<file path="config.mk">
export PLATFORM = sky130hd
export DESIGN_NAME = mcd_decoder
export DESIGN_NICKNAME = d
export VERILOG_FILES = /design/src/mcd_pkg.sv /design/src/mcd_decoder.sv /design/src/mcd_mem.sv
export SDC_FILE = /design/constraint.sdc
export NUM_CORES = 2
export LEC_CHECK = 0
export BUFFER_PORTS_ARGS = -buffer_cell sky130_fd_sc_hd__buf_2
export CAP_MARGIN = 30
export CORE_ASPECT_RATIO = 0.5
export CORE_MARGIN = 10
export CORE_UTILIZATION = 40
export CTS_CLUSTER_SIZE = 14
export DETAILED_ROUTE_END_ITERATION = 12
export HOLD_SLACK_MARGIN = 0.15
export MAX_ROUTING_LAYER = met4
export REMOVE_ABC_BUFFERS = 1
export SLEW_MARGIN = 10
export SYNTH_ARGS = -nofsm -noshare
export SYNTH_HDL_FRONTEND = slang
export SYNTH_SLANG_ARGS = --single-unit
</file>
<file path="constraint.sdc">
create_clock -name clock_i -period 9.7 [get_ports clock_i]
set_input_delay 0.485 -clock clock_i [delete_from_list [all_inputs] [get_ports clock_i]]
set_output_delay 0.485 -clock clock_i [all_outputs]
set_load 0.01 [all_outputs]
</file>
<file path="src/mcd_pkg.sv">
// Shared constants for the motion command decoder
package mcd_pkg;
    localparam logic [7:0] CMD_SPIN_RIGHT = 8'h01;
    localparam logic [7:0] CMD_SPIN_LEFT = 8'h02;
    localparam logic [7:0] CMD_SOFT_STOP = 8'h03;
    localparam logic [7:0] CMD_MOVE_TO_POSITION = 8'h04;
    localparam logic [7:0] CMD_AXIS_PARAM_WRITE = 8'h05;
    localparam logic [7:0] CMD_AXIS_PARAM_READ = 8'h06;
    localparam logic [7:0] CMD_AXIS_PARAM_PERSIST = 8'h07;
    localparam logic [7:0] FIXED_TARGET_TYPE = 8'h00;
    localparam logic [7:0] OFFSET_TARGET_TYPE = 8'h01;
    localparam logic [7:0] STORED_POINT_TYPE = 8'h02;
    localparam logic [7:0] PARAM_TARGET_POS = 8'h00;
    localparam logic [7:0] PARAM_ACTUAL_POS = 8'h01;
    localparam logic [7:0] STATUS_OK = 8'h64;
    localparam logic [7:0] STATUS_BAD_CHECKSUM = 8'h01;
    localparam logic [7:0] STATUS_BAD_CMD = 8'h02;
    localparam logic [7:0] STATUS_BAD_TYPE = 8'h03;
    localparam logic [7:0] REPLY_ADDR = 8'h02;
    localparam logic [3:0] FRAME_LAST = 4'h8;
    localparam logic [3:0] REPLY_LAST = 4'h8;
    localparam logic [7:0] PARAM_COUNT = 8'h40;
    localparam logic [7:0] STORED_POINT_TYPE_COUNT = 8'h15;
    localparam logic [31:0] ACC_RESET = 32'h0000_0000;
endpackage
</file>
<file path="src/mcd_decoder.sv">
// Command frame decoder and reply generator for one axis
// Contract
// - Code 4 sends the axis to the target using programmed ramp and speed.
// - Move replies right after setup; new commands accepted while moving.
// - Move type 0 absolute, 1 offset, 2 stored coordinate index.
// - Move value is a full-range signed 32-bit number.
// - Over-long distance wraps; motion follows the shorter 32-bit difference.
// - A move writes the resolved target into axis parameter 0.
// - Soft stop or either spin command abandons a positioning move.
// - Code 5 writes value into selected axis parameter, volatile only.
// - Code 6 in direct mode replies the parameter, accumulator untouched.
// - Code 6 in standalone mode also loads the accumulator.
// - Success replies status 100; value carries data only for reads.
// - Persist copies the selected axis parameter into EEPROM.
// - Code 7 is persist, selecting parameter by the type byte alone; bank byte unused.
`timescale 1ns/10ps
module mcd_decoder (
    input wire logic clock_i,
    input wire logic reset_i,
    input wire logic [7:0] module_addr_i,
    input wire logic standalone_i,
    input wire logic rx_valid_i,
    input wire logic [7:0] rx_data_i,
    input wire logic [31:0] actual_pos_i,
    input wire logic tx_ready_i,
    input wire logic eeprom_ready_i,
    output logic tx_valid_o,
    output logic [7:0] tx_data_o,
    output logic move_start_o,
    output logic [31:0] move_target_o,
    output logic [31:0] move_delta_o,
    output logic stop_o,
    output logic spin_o,
    output logic spin_dir_o,
    output logic positioning_o,
    output logic eeprom_wr_o,
    output logic [7:0] eeprom_addr_o,
    output logic [31:0] eeprom_data_o,
    output logic [31:0] accum_o
);
    import mcd_pkg::*;

    typedef enum logic [4:0] {
        ST_RECV = 5'b00001,
        ST_EXEC = 5'b00010,
        ST_FETCH = 5'b00100,
        ST_DONE = 5'b01000,
        ST_SEND = 5'b10000
    } mcd_state_t;

    mcd_state_t state_q, state_d;
    logic [3:0] idx_q, idx_d;
    logic [7:0] addr_q, addr_d, instr_q, instr_d, type_q, type_d;
    logic [7:0] bank_q, bank_d, sum_q, sum_d, status_q, status_d;
    logic [31:0] value_q, value_d, reply_q, reply_d;
    logic rx_valid_s1_q, rx_valid_s2_q;
    logic [7:0] rx_data_s1_q, rx_data_s2_q;
    logic tx_valid_q, tx_valid_d;
    logic [7:0] tx_data_q, tx_data_d;
    logic move_start_q, move_start_d, stop_q, stop_d;
    logic spin_q, spin_d, spin_dir_q, spin_dir_d;
    logic pos_q, pos_d;
    logic [31:0] target_q, target_d, delta_q, delta_d, acc_q, acc_d;
    logic ee_wr_q, ee_wr_d;
    logic [7:0] ee_addr_q, ee_addr_d;
    logic [31:0] ee_data_q, ee_data_d;
    logic mem_wr;
    logic [6:0] mem_wr_addr, mem_rd_addr;
    logic [31:0] mem_wr_data, mem_rd_data;
    logic [31:0] resolved;

    // Link inputs arrive from another domain
    always_ff @(posedge clock_i) begin
        if (reset_i) begin
            rx_valid_s1_q <= 1'b0;
            rx_valid_s2_q <= 1'b0;
            rx_data_s1_q <= 8'h00;
            rx_data_s2_q <= 8'h00;
        end else begin
            rx_valid_s1_q <= rx_valid_i;
            rx_valid_s2_q <= rx_valid_s1_q;
            rx_data_s1_q <= rx_data_i;
            rx_data_s2_q <= rx_data_s1_q;
        end
    end

    mcd_mem u_mem (
        .clock_i(clock_i),
        .wr_en_i(mem_wr),
        .wr_addr_i(mem_wr_addr),
        .wr_data_i(mem_wr_data),
        .rd_addr_i(mem_rd_addr),
        .rd_data_o(mem_rd_data)
    );

    // Memory map: 0..63 axis parameters, 64.. coordinates
    always_comb begin
        mem_rd_addr = {1'b0, type_q[5:0]};
        if (instr_q == CMD_MOVE_TO_POSITION) begin
            mem_rd_addr = {1'b1, value_q[5:0]};
        end
    end

    always_comb begin
        resolved = value_q;
        unique case (type_q)
            OFFSET_TARGET_TYPE: resolved = actual_pos_i + value_q;
            STORED_POINT_TYPE: resolved = mem_rd_data;
            default: resolved = value_q;
        endcase
    end

    always_comb begin
        state_d = state_q;
        idx_d = idx_q;
        addr_d = addr_q;
        instr_d = instr_q;
        type_d = type_q;
        bank_d = bank_q;
        value_d = value_q;
        sum_d = sum_q;
        status_d = status_q;
        reply_d = reply_q;
        tx_valid_d = tx_valid_q;
        tx_data_d = tx_data_q;
        move_start_d = 1'b0;
        stop_d = 1'b0;
        spin_d = spin_q;
        spin_dir_d = spin_dir_q;
        pos_d = pos_q;
        target_d = target_q;
        delta_d = delta_q;
        acc_d = acc_q;
        ee_wr_d = ee_wr_q;
        ee_addr_d = ee_addr_q;
        ee_data_d = ee_data_q;
        mem_wr = 1'b0;
        mem_wr_addr = {1'b0, type_q[5:0]};
        mem_wr_data = value_q;
        unique case (state_q)
            ST_RECV: begin
                if (rx_valid_s2_q) begin
                    idx_d = idx_q + 4'h1;
                    sum_d = sum_q + rx_data_s2_q;
                    unique case (idx_q)
                        4'h0: addr_d = rx_data_s2_q;
                        4'h1: instr_d = rx_data_s2_q;
                        4'h2: type_d = rx_data_s2_q;
                        4'h3: bank_d = rx_data_s2_q;
                        4'h4, 4'h5, 4'h6, 4'h7:
                            value_d = {value_q[23:0], rx_data_s2_q};
                        default: begin
                            idx_d = 4'h0;
                            sum_d = 8'h00;
                            reply_d = 32'h0000_0000;
                            if (addr_q != module_addr_i) begin
                                state_d = ST_RECV;
                            end else if (sum_q != rx_data_s2_q) begin
                                status_d = STATUS_BAD_CHECKSUM;
                                state_d = ST_DONE;
                            end else begin
                                state_d = ST_FETCH;
                            end
                        end
                    endcase
                end
            end
            ST_FETCH: state_d = ST_EXEC;
            ST_EXEC: begin
                status_d = STATUS_OK;
                state_d = ST_DONE;
                unique case (instr_q)
                    CMD_SPIN_RIGHT, CMD_SPIN_LEFT: begin
                        pos_d = 1'b0;
                        spin_d = 1'b1;
                        spin_dir_d = (instr_q == CMD_SPIN_RIGHT);
                    end
                    CMD_SOFT_STOP: begin
                        pos_d = 1'b0;
                        spin_d = 1'b0;
                        stop_d = 1'b1;
                    end
                    CMD_MOVE_TO_POSITION: begin
                        if (type_q > STORED_POINT_TYPE ||
                            (type_q == STORED_POINT_TYPE &&
                             value_q >= {24'h0, STORED_POINT_TYPE_COUNT})) begin
                            status_d = STATUS_BAD_TYPE;
                        end else begin
                            target_d = resolved;
                            delta_d = resolved - actual_pos_i;
                            move_start_d = 1'b1;
                            pos_d = 1'b1;
                            spin_d = 1'b0;
                            mem_wr = 1'b1;
                            mem_wr_addr = {1'b0, PARAM_TARGET_POS[5:0]};
                            mem_wr_data = resolved;
                        end
                    end
                    CMD_AXIS_PARAM_WRITE: begin
                        if (type_q >= PARAM_COUNT) begin
                            status_d = STATUS_BAD_TYPE;
                        end else begin
                            mem_wr = 1'b1;
                        end
                    end
                    CMD_AXIS_PARAM_READ: begin
                        if (type_q >= PARAM_COUNT) begin
                            status_d = STATUS_BAD_TYPE;
                        end else begin
                            reply_d = (type_q == PARAM_ACTUAL_POS) ?
                                actual_pos_i : mem_rd_data;
                            if (standalone_i) begin
                                acc_d = reply_d;
                            end
                        end
                    end
                    CMD_AXIS_PARAM_PERSIST: begin
                        if (type_q >= PARAM_COUNT) begin
                            status_d = STATUS_BAD_TYPE;
                        end else if (!eeprom_ready_i) begin
                            state_d = ST_EXEC;
                        end else begin
                            ee_wr_d = 1'b1;
                            ee_addr_d = type_q;
                            ee_data_d = mem_rd_data;
                        end
                    end
                    default: status_d = STATUS_BAD_CMD;
                endcase
            end
            ST_DONE: begin
                ee_wr_d = 1'b0;
                tx_valid_d = 1'b1;
                tx_data_d = REPLY_ADDR;
                sum_d = REPLY_ADDR;
                idx_d = 4'h0;
                state_d = ST_SEND;
            end
            ST_SEND: begin
                if (tx_ready_i) begin
                    idx_d = idx_q + 4'h1;
                    unique case (idx_q)
                        4'h0: tx_data_d = module_addr_i;
                        4'h1: tx_data_d = status_q;
                        4'h2: tx_data_d = instr_q;
                        4'h3: tx_data_d = reply_q[31:24];
                        4'h4: tx_data_d = reply_q[23:16];
                        4'h5: tx_data_d = reply_q[15:8];
                        4'h6: tx_data_d = reply_q[7:0];
                        4'h7: tx_data_d = sum_q;
                        default: tx_data_d = 8'h00;
                    endcase
                    sum_d = sum_q + tx_data_d;
                    if (idx_q == REPLY_LAST) begin
                        tx_valid_d = 1'b0;
                        idx_d = 4'h0;
                        sum_d = 8'h00;
                        state_d = ST_RECV;
                    end
                end
            end
            default: state_d = ST_RECV;
        endcase
        if (move_start_q == 1'b0 && pos_q && actual_pos_i == target_q) begin
            pos_d = (state_q == ST_EXEC) ? pos_d : 1'b0;
        end
    end

    always_ff @(posedge clock_i) begin
        if (reset_i) begin
            state_q <= ST_RECV;
            idx_q <= 4'h0;
            addr_q <= 8'h00;
            instr_q <= 8'h00;
            type_q <= 8'h00;
            bank_q <= 8'h00;
            value_q <= 32'h0000_0000;
            sum_q <= 8'h00;
            status_q <= 8'h00;
            reply_q <= 32'h0000_0000;
            tx_valid_q <= 1'b0;
            tx_data_q <= 8'h00;
            move_start_q <= 1'b0;
            stop_q <= 1'b0;
            spin_q <= 1'b0;
            spin_dir_q <= 1'b0;
            pos_q <= 1'b0;
            target_q <= 32'h0000_0000;
            delta_q <= 32'h0000_0000;
            acc_q <= ACC_RESET;
            ee_wr_q <= 1'b0;
            ee_addr_q <= 8'h00;
            ee_data_q <= 32'h0000_0000;
        end else begin
            state_q <= state_d;
            idx_q <= idx_d;
            addr_q <= addr_d;
            instr_q <= instr_d;
            type_q <= type_d;
            bank_q <= bank_d;
            value_q <= value_d;
            sum_q <= sum_d;
            status_q <= status_d;
            reply_q <= reply_d;
            tx_valid_q <= tx_valid_d;
            tx_data_q <= tx_data_d;
            move_start_q <= move_start_d;
            stop_q <= stop_d;
            spin_q <= spin_d;
            spin_dir_q <= spin_dir_d;
            pos_q <= pos_d;
            target_q <= target_d;
            delta_q <= delta_d;
            acc_q <= acc_d;
            ee_wr_q <= ee_wr_d;
            ee_addr_q <= ee_addr_d;
            ee_data_q <= ee_data_d;
        end
    end

    assign tx_valid_o = tx_valid_q;
    assign tx_data_o = tx_data_q;
    assign move_start_o = move_start_q;
    assign move_target_o = target_q;
    assign move_delta_o = delta_q;
    assign stop_o = stop_q;
    assign spin_o = spin_q;
    assign spin_dir_o = spin_dir_q;
    assign positioning_o = pos_q;
    assign eeprom_wr_o = ee_wr_q;
    assign eeprom_addr_o = ee_addr_q;
    assign eeprom_data_o = ee_data_q;
    assign accum_o = acc_q;
endmodule

</file>
<file path="src/mcd_mem.sv">
// Parameter and coordinate memory with registered read
`timescale 1ns/10ps
module mcd_mem (
    input wire logic clock_i,
    input wire logic wr_en_i,
    input wire logic [6:0] wr_addr_i,
    input wire logic [31:0] wr_data_i,
    input wire logic [6:0] rd_addr_i,
    output logic [31:0] rd_data_o
);
    logic [31:0] mem [0:127];
    always_ff @(posedge clock_i) begin
        if (wr_en_i) begin
            mem[wr_addr_i] <= wr_data_i;
        end
        rd_data_o <= mem[rd_addr_i];
    end
endmodule

</file>
==> impl_metrics.env <==
export IMPL_synth_ff_type="edfxtp_1"
export IMPL_drc_errors=0
export IMPL_wl_microns=292000
export IMPL_first_pass_iters=6
export IMPL_worstRegToRegCells=24
export IMPL_grtUsageMet3=0.0535
export IMPL_cts_tree="yes"
export IMPL_dp_slack_ps=4260
export IMPL_worst_slack_ps=4180
export IMPL_swShare=0.200
export IMPL_synthToLayoutAreaGrowth_pct=13.0
export IMPL_whs_ps=230
export IMPL_setup_viol=0
export IMPL_cp_num_buf_inv=2
export IMPL_gp_congestion=0.908
export IMPL_timing_final_crit_period_ps=5520
export IMPL_synth_seq_area_share=0.713
export IMPL_grt_pass1_wl_microns=416000
export IMPL_clock_fmax_mhz=181
export IMPL_drive_gt1_frac=0.153
export IMPL_path_class="flip-flop to flip-flop"
export IMPL_path_clk_slew_ps=70
export IMPL_ys_top_cells_by_count="2048 x edfxtp_1, 1222 x nand2_1, 365 x nand3_1"
export IMPL_fp_dieW_microns=709
export IMPL_critPathMaxStageDelay_ps=560
export IMPL_crit_arrival_ps=6280
export IMPL_synth_most_common_cell="edfxtp_1"
export IMPL_die_area_sq_um=258000
export IMPL_cp_start_kind="flip-flop"
export IMPL_intPower_mw=15.3
export IMPL_critPathTopFamily="compound AO/OA/AOI/OAI gates"
export IMPL_die_h_microns=365
export IMPL_vdd_drop_max_uv=144
export IMPL_crit_path_end_kind="flip-flop"
export IMPL_grt_max_degree=139
export IMPL_regArea_sq_um=67700
export IMPL_leakagePower_nw=36.8
export IMPL_met2_usage=0.336
export IMPL_max_cap_violations=0
export IMPL_io_pins=205
export IMPL_combPwrFrac=0.009
export IMPL_fin_nets=6970
export IMPL_clk_insertion_delay_late_ps=880
export IMPL_yosysUniqueCellTypes=80
export IMPL_fin_skew_ps=88.6
export IMPL_initial_core_util=0.402
export IMPL_grt_busiest_layer="met2"
export IMPL_reg2reg_from="value_q[0]"
export IMPL_grt_ovfl_total=0
export IMPL_multi_input_area_sq_um=26000
export IMPL_cts_buffers=221
export IMPL_pwr_share_seq=0.567
export IMPL_synthCells=6607
export IMPL_powerDensity_nw_per_um2=179
export IMPL_via_count=59643
export IMPL_grt_use_total=0.225
export IMPL_slowest_stage="dfxtp_1"
export IMPL_ys_ff_latch=2357
export IMPL_grt_setup_unrepaired="no"
export IMPL_drt_iter0_markers=7880
export IMPL_period_share=0.569
export IMPL_yosys_area_top_type="edfxtp_1"
export IMPL_crit_fanout=8
export IMPL_antenna_found_initial=8
export IMPL_synth_edff_count=2048
export IMPL_hp_start="module_addr_i[0]"
export IMPL_final_antenna_net_count=0
export IMPL_dp_hpwl_microns=166000
export IMPL_min_to="state_q[2]"
export IMPL_viasPerCell=5.88
export IMPL_synth_top_area_share=0.648
export IMPL_fp_coreArea_sq_um=236000
export IMPL_hold_class="input port to flip-flop"
export IMPL_required_ps=10450
export IMPL_hold_violations=0
export IMPL_finalMaxSlewViolations=0
export IMPL_clock_sinks=2357
export IMPL_hold_depth=5
export IMPL_met1_usage=0.310
export IMPL_r2r_slack_ps=4180
export IMPL_synth_area_leaders="edfxtp_1 65%, dfxtp_1 6.5%, mux4_2 6.1%"
export IMPL_outcome="finished, final reports clean"
export IMPL_grt_pass1_vias=56271
export IMPL_power_frac_clock=0.424
export IMPL_syn_avg_cell_area_sq_um=14.4
export IMPL_h_tree_depth=4
export IMPL_nFillCells=20491
export IMPL_design_area_sq_um=107000
export IMPL_place_area_sq_um=100000
export IMPL_cts_buffer_depth=4
export IMPL_wl_per_cell_microns=28.8
export IMPL_synthArstFlopShare=0
export IMPL_rows=126
export IMPL_numPortBuffers=204
export IMPL_netSwitchingPower_mw=3.84
export IMPL_tightestPinTransition_ps=1060
export IMPL_cts_root_buf="clkbuf_16"
export IMPL_syn_area_sq_um=95000
export IMPL_yosysWarningCount=0
export IMPL_cts_setup_buffers=0
export IMPL_r2r_end="move_delta_o[27]"
export IMPL_relSlewSlack=0.297
export IMPL_crit_chain="ha_1 -> inv_1 -> fa_1 -> nor2b_1 -> o21a_1 -> o21a_1 -> o21ai_1 -> a21oi_1 -> o21ai_1 -> o21ai_0 -> xnor2_1 -> a21oi_1 -> inv_1 -> ha_1 -> nand2_1 -> nor3_1 -> nand2_1 -> o32a_1 -> nand2_1 -> o211a_1 -> o21a_1 -> o21ai_0 -> or4_1 -> nand3_1"
-- how the worst max path moves through the flow --
stage                     from                   to  slack [ps]  depth (start not counted)
2_1_floorplan       instr_q[7]  u_mem.rd_data_o[10]      -21750                          9
4_1_cts             value_q[0]     move_delta_o[27]        4240                         24
3_3_place_gp   actual_pos_i[0]     move_delta_o[27]        4230                         25
6_report            value_q[0]     move_delta_o[27]        4180                         24
5_1_grt             value_q[0]     move_delta_o[27]        3700                         24
3_5_place_dp   actual_pos_i[0]     move_delta_o[27]        4260                         25
-- metal layers --
layer,up-vias,share of wire
li1,25611,-
met5,-,0
met1,30584,0.42
met4,0,0.027
met3,449,0.10
met2,2999,0.45
-- logic make-up after synthesis --
kind of cell             synth area share
XOR/XNOR                          0.00922
adder cells (fa/ha/maj)            0.0114
flip-flops                          0.713
buffers and inverters              0.0229
multiplexers                       0.0722
AND/OR/NAND/NOR                     0.101
AO/OA/AOI/OAI                      0.0708
-- worst register-to-register path: cells and delay by family, from the launching register on --
family	cells	cell delay [ps]
buf+inv	2	160
compound gates	11	2230
fa+ha+maj	3	1020
xor+xnor	1	110
flops	1	560
simple gates	7	1380
-- sequential cells by signal, indices dropped and copies added, names as in the netlist, 32 cells and up --
register         cells
u_mem.mem         2048
accum_o             32
eeprom_data_o       32
move_delta_o        32
move_target_o       32
reply_q             32
u_mem.rd_data_o     32
value_q             32
-- through the flow --
stage / total power [mW] / utilization / instances / TNS (ps)
after CTS: 19.3 / 0.454 / 10127 / 0
after global placement: 11.3 / 0.425 / 9715 / 0
final: 19.2 / 0.455 / 10143 / 0
after global routing: 19.7 / 0.455 / 10136 / 0
after floorplan: 11.2 / - / 6191 / -696030
after detailed placement: 11.3 / 0.426 / 9719 / 0
-- layout by cell type, fill, tap and decap left out, types with 65 or more instances in the layout --
master and instances:
dfxtp_1 309, a22o_1 79, inv_1 67, nor2_4 84, clkbuf_16 222, clkbuf_1 67, a21oi_1 239, mux4_2 256
nand3_1 365, nand2_1 1222, nand4_1 77, ha_1 80, mux2i_1 102, nor2_1 229, o21ai_0 67, buf_4 179
edfxtp_1 2048, a31oi_1 139, nor3_1 91, buf_2 203, a32oi_1 65, a22oi_1 99
-- final cells by class --
class,count,share of cell area
sequential,2357,0.631
multi-input combinational,3767,0.242
clock buffer,298,0.0553
tap,3136,0.0366
timing repair buffer,418,0.0268
clock inverter,88,0.00555
inverter,67,0.00234
antenna,12,0.000280
-- power by group through the flow --
stage | clock, mW | combinational, mW | sequential (mW)
2_1_floorplan | 0 | 0.0931 | 11.1
3_3_place_gp | 0 | 0.172 | 11.1
3_5_place_dp | 0 | 0.172 | 11.1
4_1_cts | 8.23 | 0.180 | 10.9
5_1_grt | 8.65 | 0.197 | 10.9
6_report | 8.13 | 0.182 | 10.9
-- what timing repair did --
item	4_1_cts	5_1_grt
setup endpoints to repair	0	0
gates resized for setup	0	0
hold buffers	22	0
endpoints found under the hold margin	63	0
No activity file was read; power rests on OpenSTA's default activity.
